<file path="src/hw/bld_regs.svh">
// register offsets, field positions and timing counts for the backlight dimming core
// assumes a 40 MHz core clock
`ifndef BLD_REGS_SVH
`define BLD_REGS_SVH

// ==========================================================
// register map
`define BLD_FAULT_ADDR     8'h02
`define BLD_CFG_ADDR       8'h10
`define BLD_DIM_ADDR       8'h11
`define BLD_BRT_ADDR       8'h12
`define BLD_BRT_HI_ADDR    8'h13
// fault_flags bit positions
`define BLD_F_OPEN         0
`define BLD_F_SHORT        1
`define BLD_F_LOWSUP       2
`define BLD_F_OVERLOAD     3
`define BLD_F_OVERHEAT     4
// cfg register fields
`define BLD_CFG_PS_LSB     0
`define BLD_CFG_SLOPE_LSB  3
`define BLD_CFG_DITH_LSB   6
// dim register fields
`define BLD_DIM_RATE_LSB   0
`define BLD_DIM_RESEN      4
`define BLD_DIM_STEADY     5
`define BLD_DIM_LSEN       6
`define BLD_DIM_LSSEL      7
// reset values
`define BLD_CFG_RST        8'h07
`define BLD_DIM_RST        8'h10
// ==========================================================
// timing
`define BLD_CLK_HZ         40000000
`define BLD_SLOPE_MAX_MS   500
// ramp step period so that a full 12-bit travel takes the slope time
`define BLD_SLOPE_UNIT_CYC ((`BLD_CLK_HZ / 1000) * `BLD_SLOPE_MAX_MS / 7 / 4096)
`define BLD_BOOST_MAX      8'hff
`endif

</file>
<file path="src/hw/bld_pkg.sv">
// types for the backlight dimming core
// assumes bld_regs.svh supplies the numeric constants
package bld_pkg;
  typedef enum logic [1:0] {BLD_SW_312 = 2'b00, BLD_SW_625 = 2'b01, BLD_SW_1250 = 2'b11} bld_sw_e;
  typedef enum logic [1:0] {BLD_OFF = 2'b00, BLD_RUN = 2'b01, BLD_HOLD = 2'b11} bld_st_e;
  typedef struct packed {
    logic [5:0] low;
    logic [5:0] mid;
    logic [5:0] high;
  } bld_cmp_s;
  typedef struct packed {
    logic low_supply;
    logic overload;
    logic hot;
    logic cool;
  } bld_prot_s;
endpackage

</file>
<file path="src/hw/bld_core.sv">
// backlight dimming core: rate select, phase shifted drivers, ramp, dither, faults
// assumes synchronous inputs, byte register port from an outside serial slave
//
// Operation
// - freq_set_pin floating or high: boost 1250 kHz, dimming 9616 Hz at 10 bits.
// - resistor bands pick boost 312/625/1250 kHz and dimming rate with resolution.
// - freq_set_pin shorted to ground: boost 1250 kHz, dimming follows the pwm input.
// - phase shifted dimming in selects 010, 011 and 100 delays each driver so they never switch together.
// - select 010: four drivers at 90 degree offsets, five and six off.
// - select 011: three drivers at 120 degree offsets, four to six off.
// - select 100: two drivers at 180 degree offsets, three to six off.
// - select 111: all six drivers in phase with zero delay.
// - 3-bit ramp field sets transition time 0 to 500 ms, both directions.
// - 2-bit dither field adds 0 to 3 extra bits of resolution.
// - steady dither bit keeps dither after a ramp or only during it.
// - with 3 dither bits one pulse in eight is one lsb longer.
// - fault causes latch in the fault register; reading clears them.
// - open flag when boost request is at maximum and a low comparator fires.
// - headroom loop raises boost request while a low comparator fires.
// - short flag: one string fully optimised and another has high comparator.
// - low supply detect off when disabled; select 0 is 2.5 V, 1 is 5.2 V.
// - low supply disables leds and boost, restarts when supply recovers.
// - low supply flag cleared by enable pin low or fault register read.
// - overload stops boost and flags; boost resumes when current drops.
// - overheat at 150 C stops leds and boost until below 130 C.
// - dimming rate from resistor band when enabled, else 4-bit rate field.
// - shutdown with outputs and boost off while enable pin is low.
`include "bld_regs.svh"

module bld_core #(
  parameter int SLOPE_UNIT = `BLD_SLOPE_UNIT_CYC
) (
  // clock and reset
  input  wire logic                 clk,
  input  wire logic                 rst_n,
  // pins
  input  wire logic                 enable_and_io_supply,
  input  wire logic [4:0]           freq_set_pin,
  input  wire logic                 pwm_in,
  // register port
  input  wire logic                 reg_wr,
  input  wire logic                 reg_rd,
  input  wire logic [7:0]           reg_addr,
  input  wire logic [7:0]           reg_wdata,
  output logic      [7:0]           reg_rdata,
  // analog indications
  input  wire bld_pkg::bld_cmp_s    cmp,
  input  wire bld_pkg::bld_prot_s   prot,
  // power stage
  output logic      [5:0]           led_drv,
  output logic                      boost_en,
  output bld_pkg::bld_sw_e          boost_rate,
  output logic      [7:0]           boost_level,
  output logic                      low_supply_sel
);
  import bld_pkg::*;

  // ==========================================================
  // registers
  logic [7:0]  cfg, dim, fault_flags;
  logic [11:0] brt_target, brt_now;
  logic [14:0] step_cnt;
  logic [2:0]  dith_cnt;
  logic [13:0] period_cnt;
  logic        hot_lock, pwm_d;
  logic [13:0] ext_cnt, ext_period;
  bld_st_e     st;

  wire [2:0] phase_shift_select = cfg[`BLD_CFG_PS_LSB +: 3];
  wire [2:0] slope_sel          = cfg[`BLD_CFG_SLOPE_LSB +: 3];
  wire [1:0] dith_depth         = cfg[`BLD_CFG_DITH_LSB +: 2];
  wire [3:0] dimming_rate_select = dim[`BLD_DIM_RATE_LSB +: 4];
  wire       resistor_rate_enable = dim[`BLD_DIM_RESEN];
  wire       steady_dither      = dim[`BLD_DIM_STEADY];
  wire       low_supply_detect_enable = dim[`BLD_DIM_LSEN];
  assign     low_supply_sel     = dim[`BLD_DIM_LSSEL];

  // ==========================================================
  // rate decode: band 0 short to ground, 31 floating/high
  // period in 40 MHz cycles; resolution bits shown by the counter width in use
  function automatic logic [13:0] period_of(input logic [3:0] r);
    case (r)
      4'h0: period_of = 14'h2080;  // 4808 Hz
      4'h1: period_of = 14'h1a00;  // 6010 Hz
      4'h2: period_of = 14'h15aa;  // 7212 Hz
      4'h3: period_of = 14'h1292;  // 8414 Hz
      4'h4: period_of = 14'h1040;  // 9616 Hz
      4'h5: period_of = 14'h0d00;  // 12020 Hz
      4'h6: period_of = 14'h0bd2;  // 13222 Hz
      4'h7: period_of = 14'h0ad5;  // 14424 Hz
      4'h8: period_of = 14'h0a00;  // 15626 Hz
      4'h9: period_of = 14'h0949;  // 16828 Hz
      4'ha: period_of = 14'h08ac;  // 18030 Hz
      4'hb: period_of = 14'h0820;  // 19232 Hz
      4'hc: period_of = 14'h0680;  // 24040 Hz
      4'hd: period_of = 14'h056b;  // 28848 Hz
      4'he: period_of = 14'h04a5;  // 33656 Hz
      default: period_of = 14'h0410; // 38464 Hz
    endcase
  endfunction

  // band 1..8 -> 312 kHz, 9..16 -> 625 kHz, 17..24 -> 1250 kHz; within each,
  // 2402/4808/6010/9616/12020/14424/16828/19232 Hz
  wire [4:0] band       = freq_set_pin;
  wire       freq_set_pin_gnd   = (band == 5'h00);
  wire       freq_set_pin_high  = (band >= 5'h19);
  wire [2:0] band_idx   = 3'(band - 5'h01);
  wire [13:0] band_period =
      (band_idx == 3'h0) ? 14'h3fff :  // 2402 Hz, 12-bit
      (band_idx == 3'h1) ? period_of(4'h0) :
      (band_idx == 3'h2) ? period_of(4'h1) :
      (band_idx == 3'h3) ? period_of(4'h4) :
      (band_idx == 3'h4) ? period_of(4'h5) :
      (band_idx == 3'h5) ? period_of(4'h7) :
      (band_idx == 3'h6) ? period_of(4'h9) : period_of(4'hb);
  wire [13:0] res_period = freq_set_pin_high ? period_of(4'h4) : band_period;
  wire [13:0] sel_period = freq_set_pin_gnd ? ext_period :
                           resistor_rate_enable ? res_period :
                           period_of(dimming_rate_select);
  assign boost_rate = (freq_set_pin_gnd || freq_set_pin_high || band >= 5'h11) ? BLD_SW_1250 :
                      (band >= 5'h09) ? BLD_SW_625 : BLD_SW_312;

  // ==========================================================
  // input pwm period measurement for the grounded freq_set_pin case
  always_ff @(posedge clk) begin
    if (!rst_n) begin
      pwm_d      <= 1'b0;
      ext_cnt    <= 14'h0000;
      ext_period <= 14'h1040;
    end else begin
      pwm_d <= pwm_in;
      if (pwm_in && !pwm_d) begin
        ext_cnt    <= 14'h0001;
        ext_period <= (ext_cnt < 14'h0010) ? 14'h0010 : ext_cnt;
      end else if (ext_cnt != 14'h3fff) begin
        ext_cnt <= ext_cnt + 14'h0001;
      end
    end
  end

  // ==========================================================
  // protection and run state
  wire lowsup = low_supply_detect_enable && prot.low_supply;
  // hot latches at 150 C and releases only on the 130 C indication
  always_ff @(posedge clk) begin
    if (!rst_n)
      hot_lock <= 1'b0;
    else if (prot.hot)
      hot_lock <= 1'b1;
    else if (prot.cool)
      hot_lock <= 1'b0;
  end
  wire out_block = !enable_and_io_supply || lowsup || hot_lock;
  bld_st_e next_st;
  assign next_st = out_block ? BLD_OFF : prot.overload ? BLD_HOLD : BLD_RUN;
  always_ff @(posedge clk) begin
    if (!rst_n) st <= BLD_OFF;
    else        st <= next_st;
  end
  assign boost_en = (st == BLD_RUN);

  // ==========================================================
  // register port
  wire rd_fault = reg_rd && (reg_addr == `BLD_FAULT_ADDR);
  wire wr_cfg   = reg_wr && (reg_addr == `BLD_CFG_ADDR);
  wire wr_dim   = reg_wr && (reg_addr == `BLD_DIM_ADDR);
  wire wr_brt   = reg_wr && (reg_addr == `BLD_BRT_ADDR);
  wire wr_brt_h = reg_wr && (reg_addr == `BLD_BRT_HI_ADDR);
  always_ff @(posedge clk) begin
    if (!rst_n) begin
      cfg        <= `BLD_CFG_RST;
      dim        <= `BLD_DIM_RST;
      brt_target <= 12'h000;
    end else begin
      if (wr_cfg)   cfg <= reg_wdata;
      if (wr_dim)   dim <= reg_wdata;
      if (wr_brt)   brt_target[7:0]  <= reg_wdata;
      if (wr_brt_h) brt_target[11:8] <= reg_wdata[3:0];
    end
  end
  assign reg_rdata = (reg_addr == `BLD_FAULT_ADDR)  ? fault_flags :
                     (reg_addr == `BLD_CFG_ADDR)    ? cfg :
                     (reg_addr == `BLD_DIM_ADDR)    ? dim :
                     (reg_addr == `BLD_BRT_ADDR)    ? brt_now[7:0] :
                     (reg_addr == `BLD_BRT_HI_ADDR) ? {4'h0, brt_now[11:8]} : 8'h00;

  // ==========================================================
  // led fault detection and headroom loop
  wire [5:0] optimised = ~(cmp.low | cmp.mid | cmp.high);
  wire any_low   = |cmp.low;
  wire boost_max = (boost_level == `BLD_BOOST_MAX);
  wire open_ev   = boost_max && any_low;
  logic short_ev;
  always_comb begin
    short_ev = 1'b0;
    for (int i = 0; i < 6; i++)
      for (int j = 0; j < 6; j++)
        if (i != j && optimised[i] && cmp.high[j]) short_ev = 1'b1;
  end
  always_ff @(posedge clk) begin
    if (!rst_n)
      boost_level <= 8'h00;
    else if (st == BLD_OFF)
      boost_level <= 8'h00;
    else if (any_low && !boost_max)
      boost_level <= boost_level + 8'h01;
    else if ((|cmp.high) && !any_low && boost_level != 8'h00)
      boost_level <= boost_level - 8'h01;
  end

  // set beats a same-cycle read clear; enable low clears only low supply
  wire [7:0] fault_ev = {3'b000, hot_lock, prot.overload, lowsup, short_ev, open_ev};
  always_ff @(posedge clk) begin
    if (!rst_n)
      fault_flags <= 8'h00;
    else if (rd_fault)
      fault_flags <= fault_ev;
    else if (!enable_and_io_supply)
      fault_flags <= (fault_flags & ~(8'h01 << `BLD_F_LOWSUP)) | fault_ev;
    else
      fault_flags <= fault_flags | fault_ev;
  end

  // ==========================================================
  // slope ramp
  wire [14:0] step_len = 15'(SLOPE_UNIT * slope_sel);
  wire ramping = (brt_now != brt_target);
  always_ff @(posedge clk) begin
    if (!rst_n) begin
      brt_now  <= 12'h000;
      step_cnt <= 15'h0000;
    end else if (slope_sel == 3'h0) begin
      brt_now  <= brt_target;
      step_cnt <= 15'h0000;
    end else if (ramping) begin
      if (step_cnt >= step_len) begin
        step_cnt <= 15'h0000;
        brt_now  <= (brt_now < brt_target) ? brt_now + 12'h001 : brt_now - 12'h001;
      end else begin
        step_cnt <= step_cnt + 15'h0001;
      end
    end
  end

  // ==========================================================
  // pwm period, dither and phase shifted drivers
  wire period_end = (period_cnt >= sel_period - 14'h0001);
  always_ff @(posedge clk) begin
    if (!rst_n) begin
      period_cnt <= 14'h0000;
      dith_cnt   <= 3'h0;
    end else if (period_end) begin
      period_cnt <= 14'h0000;
      dith_cnt   <= dith_cnt + 3'h1;
    end else begin
      period_cnt <= period_cnt + 14'h0001;
    end
  end
  wire dith_on = ramping || steady_dither;
  // extra bits below the visible lsb: compare to pulse counter fraction
  wire [2:0] frac = (dith_depth == 2'h3) ? brt_now[2:0] :
                    (dith_depth == 2'h2) ? {brt_now[1:0], 1'b0} :
                    (dith_depth == 2'h1) ? {brt_now[0], 2'b00} : 3'h0;
  wire [2:0] dith_rev = {dith_cnt[0], dith_cnt[1], dith_cnt[2]};
  wire extra = dith_on && (dith_rev < frac);
  wire [11:0] coarse = brt_now >> dith_depth;
  wire [25:0] on_prod = 26'(coarse) * 26'(sel_period);
  wire [13:0] on_base = 14'(on_prod >> (12 - dith_depth));
  wire [13:0] on_time = on_base + (extra ? 14'h0001 : 14'h0000);

  function automatic logic [13:0] shifted(input logic [13:0] c, input logic [13:0] off,
                                          input logic [13:0] p);
    shifted = (c >= off) ? c - off : c + p - off;
  endfunction
  wire [13:0] q4 = sel_period >> 2;
  wire [13:0] t3 = 14'((28'(sel_period) * 28'h0000155) >> 10);
  wire [13:0] h2 = sel_period >> 1;
  logic [5:0] next_led;
  always_comb begin
    next_led = 6'h00;
    case (phase_shift_select)
      3'b010: for (int k = 0; k < 4; k++)
        next_led[k] = shifted(period_cnt, 14'(q4 * k), sel_period) < on_time;
      3'b011: for (int k = 0; k < 3; k++)
        next_led[k] = shifted(period_cnt, 14'(t3 * k), sel_period) < on_time;
      3'b100: for (int k = 0; k < 2; k++)
        next_led[k] = shifted(period_cnt, 14'(h2 * k), sel_period) < on_time;
      3'b111: next_led = {6{period_cnt < on_time}};
      default: next_led = 6'h00;
    endcase
    if (st == BLD_OFF) next_led = 6'h00;
  end
  always_ff @(posedge clk) begin
    if (!rst_n) led_drv <= 6'h00;
    else        led_drv <= next_led;
  end

  // ==========================================================
  // checks
  a_shutdown_leds_off: assert property (@(posedge clk) disable iff (!rst_n)
    !enable_and_io_supply |=> ##1 led_drv == 6'h00) else $error("leds on in shutdown");
  a_overload_boost_off: assert property (@(posedge clk) disable iff (!rst_n)
    prot.overload |=> !boost_en) else $error("boost on during overload");
  a_open_flag_set: assert property (@(posedge clk) disable iff (!rst_n)
    (boost_max && any_low) |=> fault_flags[`BLD_F_OPEN]) else $error("open flag missed");
  a_fault_sticky: assert property (@(posedge clk) disable iff (!rst_n)
    (fault_flags[`BLD_F_OVERLOAD] && !rd_fault) |=> fault_flags[`BLD_F_OVERLOAD])
    else $error("fault dropped without read");
  a_read_clears: assert property (@(posedge clk) disable iff (!rst_n)
    (rd_fault && !prot.overload) |=> !fault_flags[`BLD_F_OVERLOAD])
    else $error("read did not clear");
  a_headroom_up: assert property (@(posedge clk) disable iff (!rst_n)
    (st != BLD_OFF && any_low && !boost_max && next_st != BLD_OFF)
    |=> boost_level == $past(boost_level) + 8'h01) else $error("boost request not raised");
  a_unused_drv_off: assert property (@(posedge clk) disable iff (!rst_n)
    (phase_shift_select == 3'b011) |=> led_drv[5:3] == 3'b000)
    else $error("unused driver active");
  a_tied_same: assert property (@(posedge clk) disable iff (!rst_n)
    (phase_shift_select == 3'b111) |=> led_drv == {6{led_drv[0]}})
    else $error("tied drivers differ");
  a_hot_holds: assert property (@(posedge clk) disable iff (!rst_n)
    (hot_lock && !prot.cool) |=> ##1 led_drv == 6'h00) else $error("leds on while hot");
endmodule

</file>
<file path="config.mk">
export PLATFORM = sky130hd
export DESIGN_NAME = bld_core
export DESIGN_NICKNAME = d
export VERILOG_FILES = /design/src/hw/bld_pkg.sv /design/src/hw/bld_core.sv
export VERILOG_INCLUDE_DIRS = /design/src /design/src/hw
export SDC_FILE = /design/constraint.sdc
export NUM_CORES = 1
export LEC_CHECK = 0
export BUFFER_PORTS_ARGS = -buffer_cell sky130_fd_sc_hd__buf_2
export CORE_ASPECT_RATIO = 0.75
export CORE_MARGIN = 2
export CORE_UTILIZATION = 44
export DETAILED_ROUTE_END_ITERATION = 10
export PLACE_DENSITY = 0.59
export SYNTH_ARGS = -nofsm -noshare
export SYNTH_HDL_FRONTEND = slang
export SYNTH_SLANG_ARGS = --single-unit
</file>
<file path="constraint.sdc">
create_clock -name clk -period 40.7 [get_ports clk]
set_input_delay 6.105 -clock clk [delete_from_list [all_inputs] [get_ports clk]]
set_output_delay 6.105 -clock clk [all_outputs]
set_load 0.02 [all_outputs]
</file>
==> flow_summary_export.csv <==
group,metric,value,unit
floorplanning,die_w,292,µm
cts,clk_latency,460,ps
synthesis,syn-cell-area,27400,µm²
setup_path,path_class,"in -> reg",
placed_design,io_buffers,74,
sta,relSlewSlack,0.154,
cells_and_area,syn2layout_area_growth,7.49,%
grt,grt_util_all_layers,0.284,
cts,cts_tree,"done",
grt,antenna_found_initial,0,
synthesis,ys_ff_latch,136,
setup_path,slowest_stage,"xnor2_1",
synthesis,synth_edf_count,0,
synthesis,synth-seq-area-share,0.0994,
flow_run,maxCapViolCount,0,
power,leakage,13.7,nW
sta,worstMarginPinSlew,1260,ps
placed_design,dpl_cell_area,28800,µm²
setup_path,cp.buffers_inverters,7,
route,wl_per_cell,20.4,µm
floorplanning,rows,79,
cts,hold_buffers,0,
cells_and_area,fin_util,0.476,
route,wl,90900,µm
setup_path,max_stage_delay,990,ps
cts,post-cts-setup-buffers,0,
sta,tns,0,ps
cells_and_area,final_common_cell,"ha_1",
synthesis,synth.avg_cell_area,7.64,µm²
setup_path,end_kind,"flop",
cells_and_area,final_layout_size_suffix_gt1_frac,0.0670,
placed_design,finalWeightedCongestion,0.989,
floorplanning,pin_count,75,
cells_and_area,most-common-layout-cells,"ha_1, nand2_1, inv_1, nor2_1, a21oi_1",
floorplanning,start_util,0.443,
setup_path,cp-start-kind,"input port",
route,final_antenna_net_count,0,
cts,h-tree-depth,4,
synthesis,synthCells,3585,
power,swShare,0.509,
status,outcome,"complete, no violations",
cells_and_area,layout.nets,4282,
placed_design,hpwlAfterDp,73100,µm
floorplanning,core,61800,µm²
sta,setup_violations,0,
cts,clkSlewWorstSetupHoldPaths,70,ps
synthesis,yosys_warnings,0,
cts,cts.repair.resized,0,
grt,grt_pass1_wl,141000,µm
sta,max_freq,0.0557,GHz
route,drtIter0Drc,2433,
synthesis,syn_nets,4237,
grt,grt_max_degree,46,
floorplanning,dieArea,64300,µm²
cts,root_buffer,"clkbuf_16",
setup_path,cp.required,41080,ps
power,power_density,47.0,nW/µm²
cts,clock-sinks,136,
power,power_frac_seq,0.098,
power,p_comb_frac,0.786,
cells_and_area,antenna_cells,0,
cts,clk_path_buf_depth,2,
sta,rsz0062_at_grt,"false",
setup_path,critPathMaxFanout,15,
sta,clock_skew,16.7,ps
route,viasPerCell,5.79,
power,max-vdd-ir-drop,45.4,µV
synthesis,yosysUniqueCellTypes,102,
cts,numCtsBuffers,17,
power,p_sw,704,µW
sta,final_hold_viol_count,0,
route,num_vias,25800,
setup_path,crit_family,"adder cells",
floorplanning,die_h,220,µm
sta,min_period,17950,ps
route,drc,0,
cells_and_area,fin_area,29400,µm²
setup_path,arrival,18330,ps
sta,post-route-period-util,0.441,
synthesis,synthArstFlopShare,0,
grt,overflow,0,
grt,grt_pass1_vias,24100,
route,firstDrtPassIters,6,
power,p_int,679,µW
power,pwr-share-clk,0.116,
sta,slew_viol_final,0,
hold_path,min_path_type,"reg -> reg",
cells_and_area,fillers,6197,
synthesis,ys.flop_type,"dfxtp_1",
## synth_stat cells (9+ instances only)
master | n | area share
mux2_2 | 10 | 0.0041
o21a_1 | 47 | 0.013
a211oi_1 | 21 | 0.0058
dfxtp_1 | 136 | 0.099
mux2i_1 | 44 | 0.016
nor2_1 | 325 | 0.045
nand4_1 | 54 | 0.012
and3_1 | 24 | 0.0055
inv_1 | 359 | 0.049
o22ai_1 | 10 | 0.0023
xor2_1 | 81 | 0.026
o31ai_1 | 20 | 0.0055
clkbuf_1 | 96 | 0.013
nand3_1 | 95 | 0.017
a21boi_0 | 18 | 0.0049
o21ai_0 | 176 | 0.032
o21ai_1 | 9 | 0.0016
fa_1 | 168 | 0.12
nor3_1 | 61 | 0.011
a21oi_1 | 293 | 0.054
a21o_1 | 84 | 0.023
o211ai_1 | 22 | 0.0060
o2111ai_1 | 11 | 0.0035
o21bai_1 | 39 | 0.011
nor4_1 | 20 | 0.0046
nor2b_1 | 49 | 0.011
xnor2_1 | 169 | 0.054
o221ai_1 | 10 | 0.0032
nand3b_1 | 9 | 0.0025
nand2_1 | 381 | 0.052
a31oi_1 | 28 | 0.0064
o41ai_1 | 9 | 0.0029
ha_1 | 435 | 0.20
nand2b_1 | 42 | 0.0096
buf_1 | 14 | 0.0019
or3_1 | 16 | 0.0037
and2_1 | 21 | 0.0048
or2_2 | 12 | 0.0027
## worst paths after layout
path / startpoint / to / slack [ps] / cells after the start
setup / recovery: freq_set_pin[0] / led_drv[1] / 22750 / 48
hold reg to reg: hot_lock / st[0] / 460 / 1
setup reg to reg: dim[4] / led_drv[1] / 28290 / 45
hold / removal: hot_lock / st[0] / 460 / 1
## routing by layer
layer	vias up	global-route usage	part of all wire	wire [µm]
met4	0	0.0643	0.022	2010
met1	12100	0.429	0.49	44600
met3	107	0.0777	0.10	9130
met5	-	0	0	0
met2	982	0.395	0.39	35200
li1	12600	-	-	-
## through the flow
stage | setup slack [ps] | power, mW | instances | hold WS [ps]
final | 22750 | 1.38 | 4453 | 464
after global routing | 21870 | 1.52 | 4453 | 485
after CTS | 23130 | 1.37 | 4453 | 466
after detailed placement | 22680 | 1.20 | 4421 | 454
after global placement | 22860 | 1.20 | 4421 | 447
after floorplan | 23560 | 0.929 | 3585 | 421
## power groups by stage
| stage | logic (mW) | registers, mW | clock network (mW) |
|---|---|---|---|
| after CTS | 1.07 | 0.136 | 0.162 |
| after floorplan | 0.790 | 0.139 | 0 |
| after global placement | 1.06 | 0.139 | 0 |
| final | 1.09 | 0.136 | 0.160 |
| after detailed placement | 1.06 | 0.139 | 0 |
| after global routing | 1.22 | 0.136 | 0.169 |
## cells by family after synthesis
kind of cell | after synthesis | share of synthesized area
simple gates | 1144 | 0.194
compound gates | 897 | 0.210
flops | 136 | 0.0994
buf+inv | 486 | 0.0679
mux | 58 | 0.0228
xor+xnor | 252 | 0.0816
fa+ha+maj | 612 | 0.325
## worst register-to-register path: cells and delay by family (launching register included)
| kind | cells | cell delay, ps |
|---|---|---|
| buffers and inverters | 6 | 1120 |
| AND/OR/NAND/NOR | 11 | 1560 |
| flip-flops | 1 | 760 |
| adder cells (fa/ha/maj) | 10 | 3810 |
| AO/OA/AOI/OAI | 17 | 4170 |
| XOR/XNOR | 1 | 990 |
## area by class of cell
type	count	area [µm²]	share of cell area
Multi-Input combinational cell	2963	22800	0.776
Inverter	369	1390	0.0471
Sequential cell	136	2720	0.0925
Clock inverter	15	168	0.00570
Clock buffer	17	425	0.0145
Timing Repair Buffer	143	888	0.0302
Tap cell	810	1010	0.0344
No activity file was read; power rests on OpenSTA's default activity.
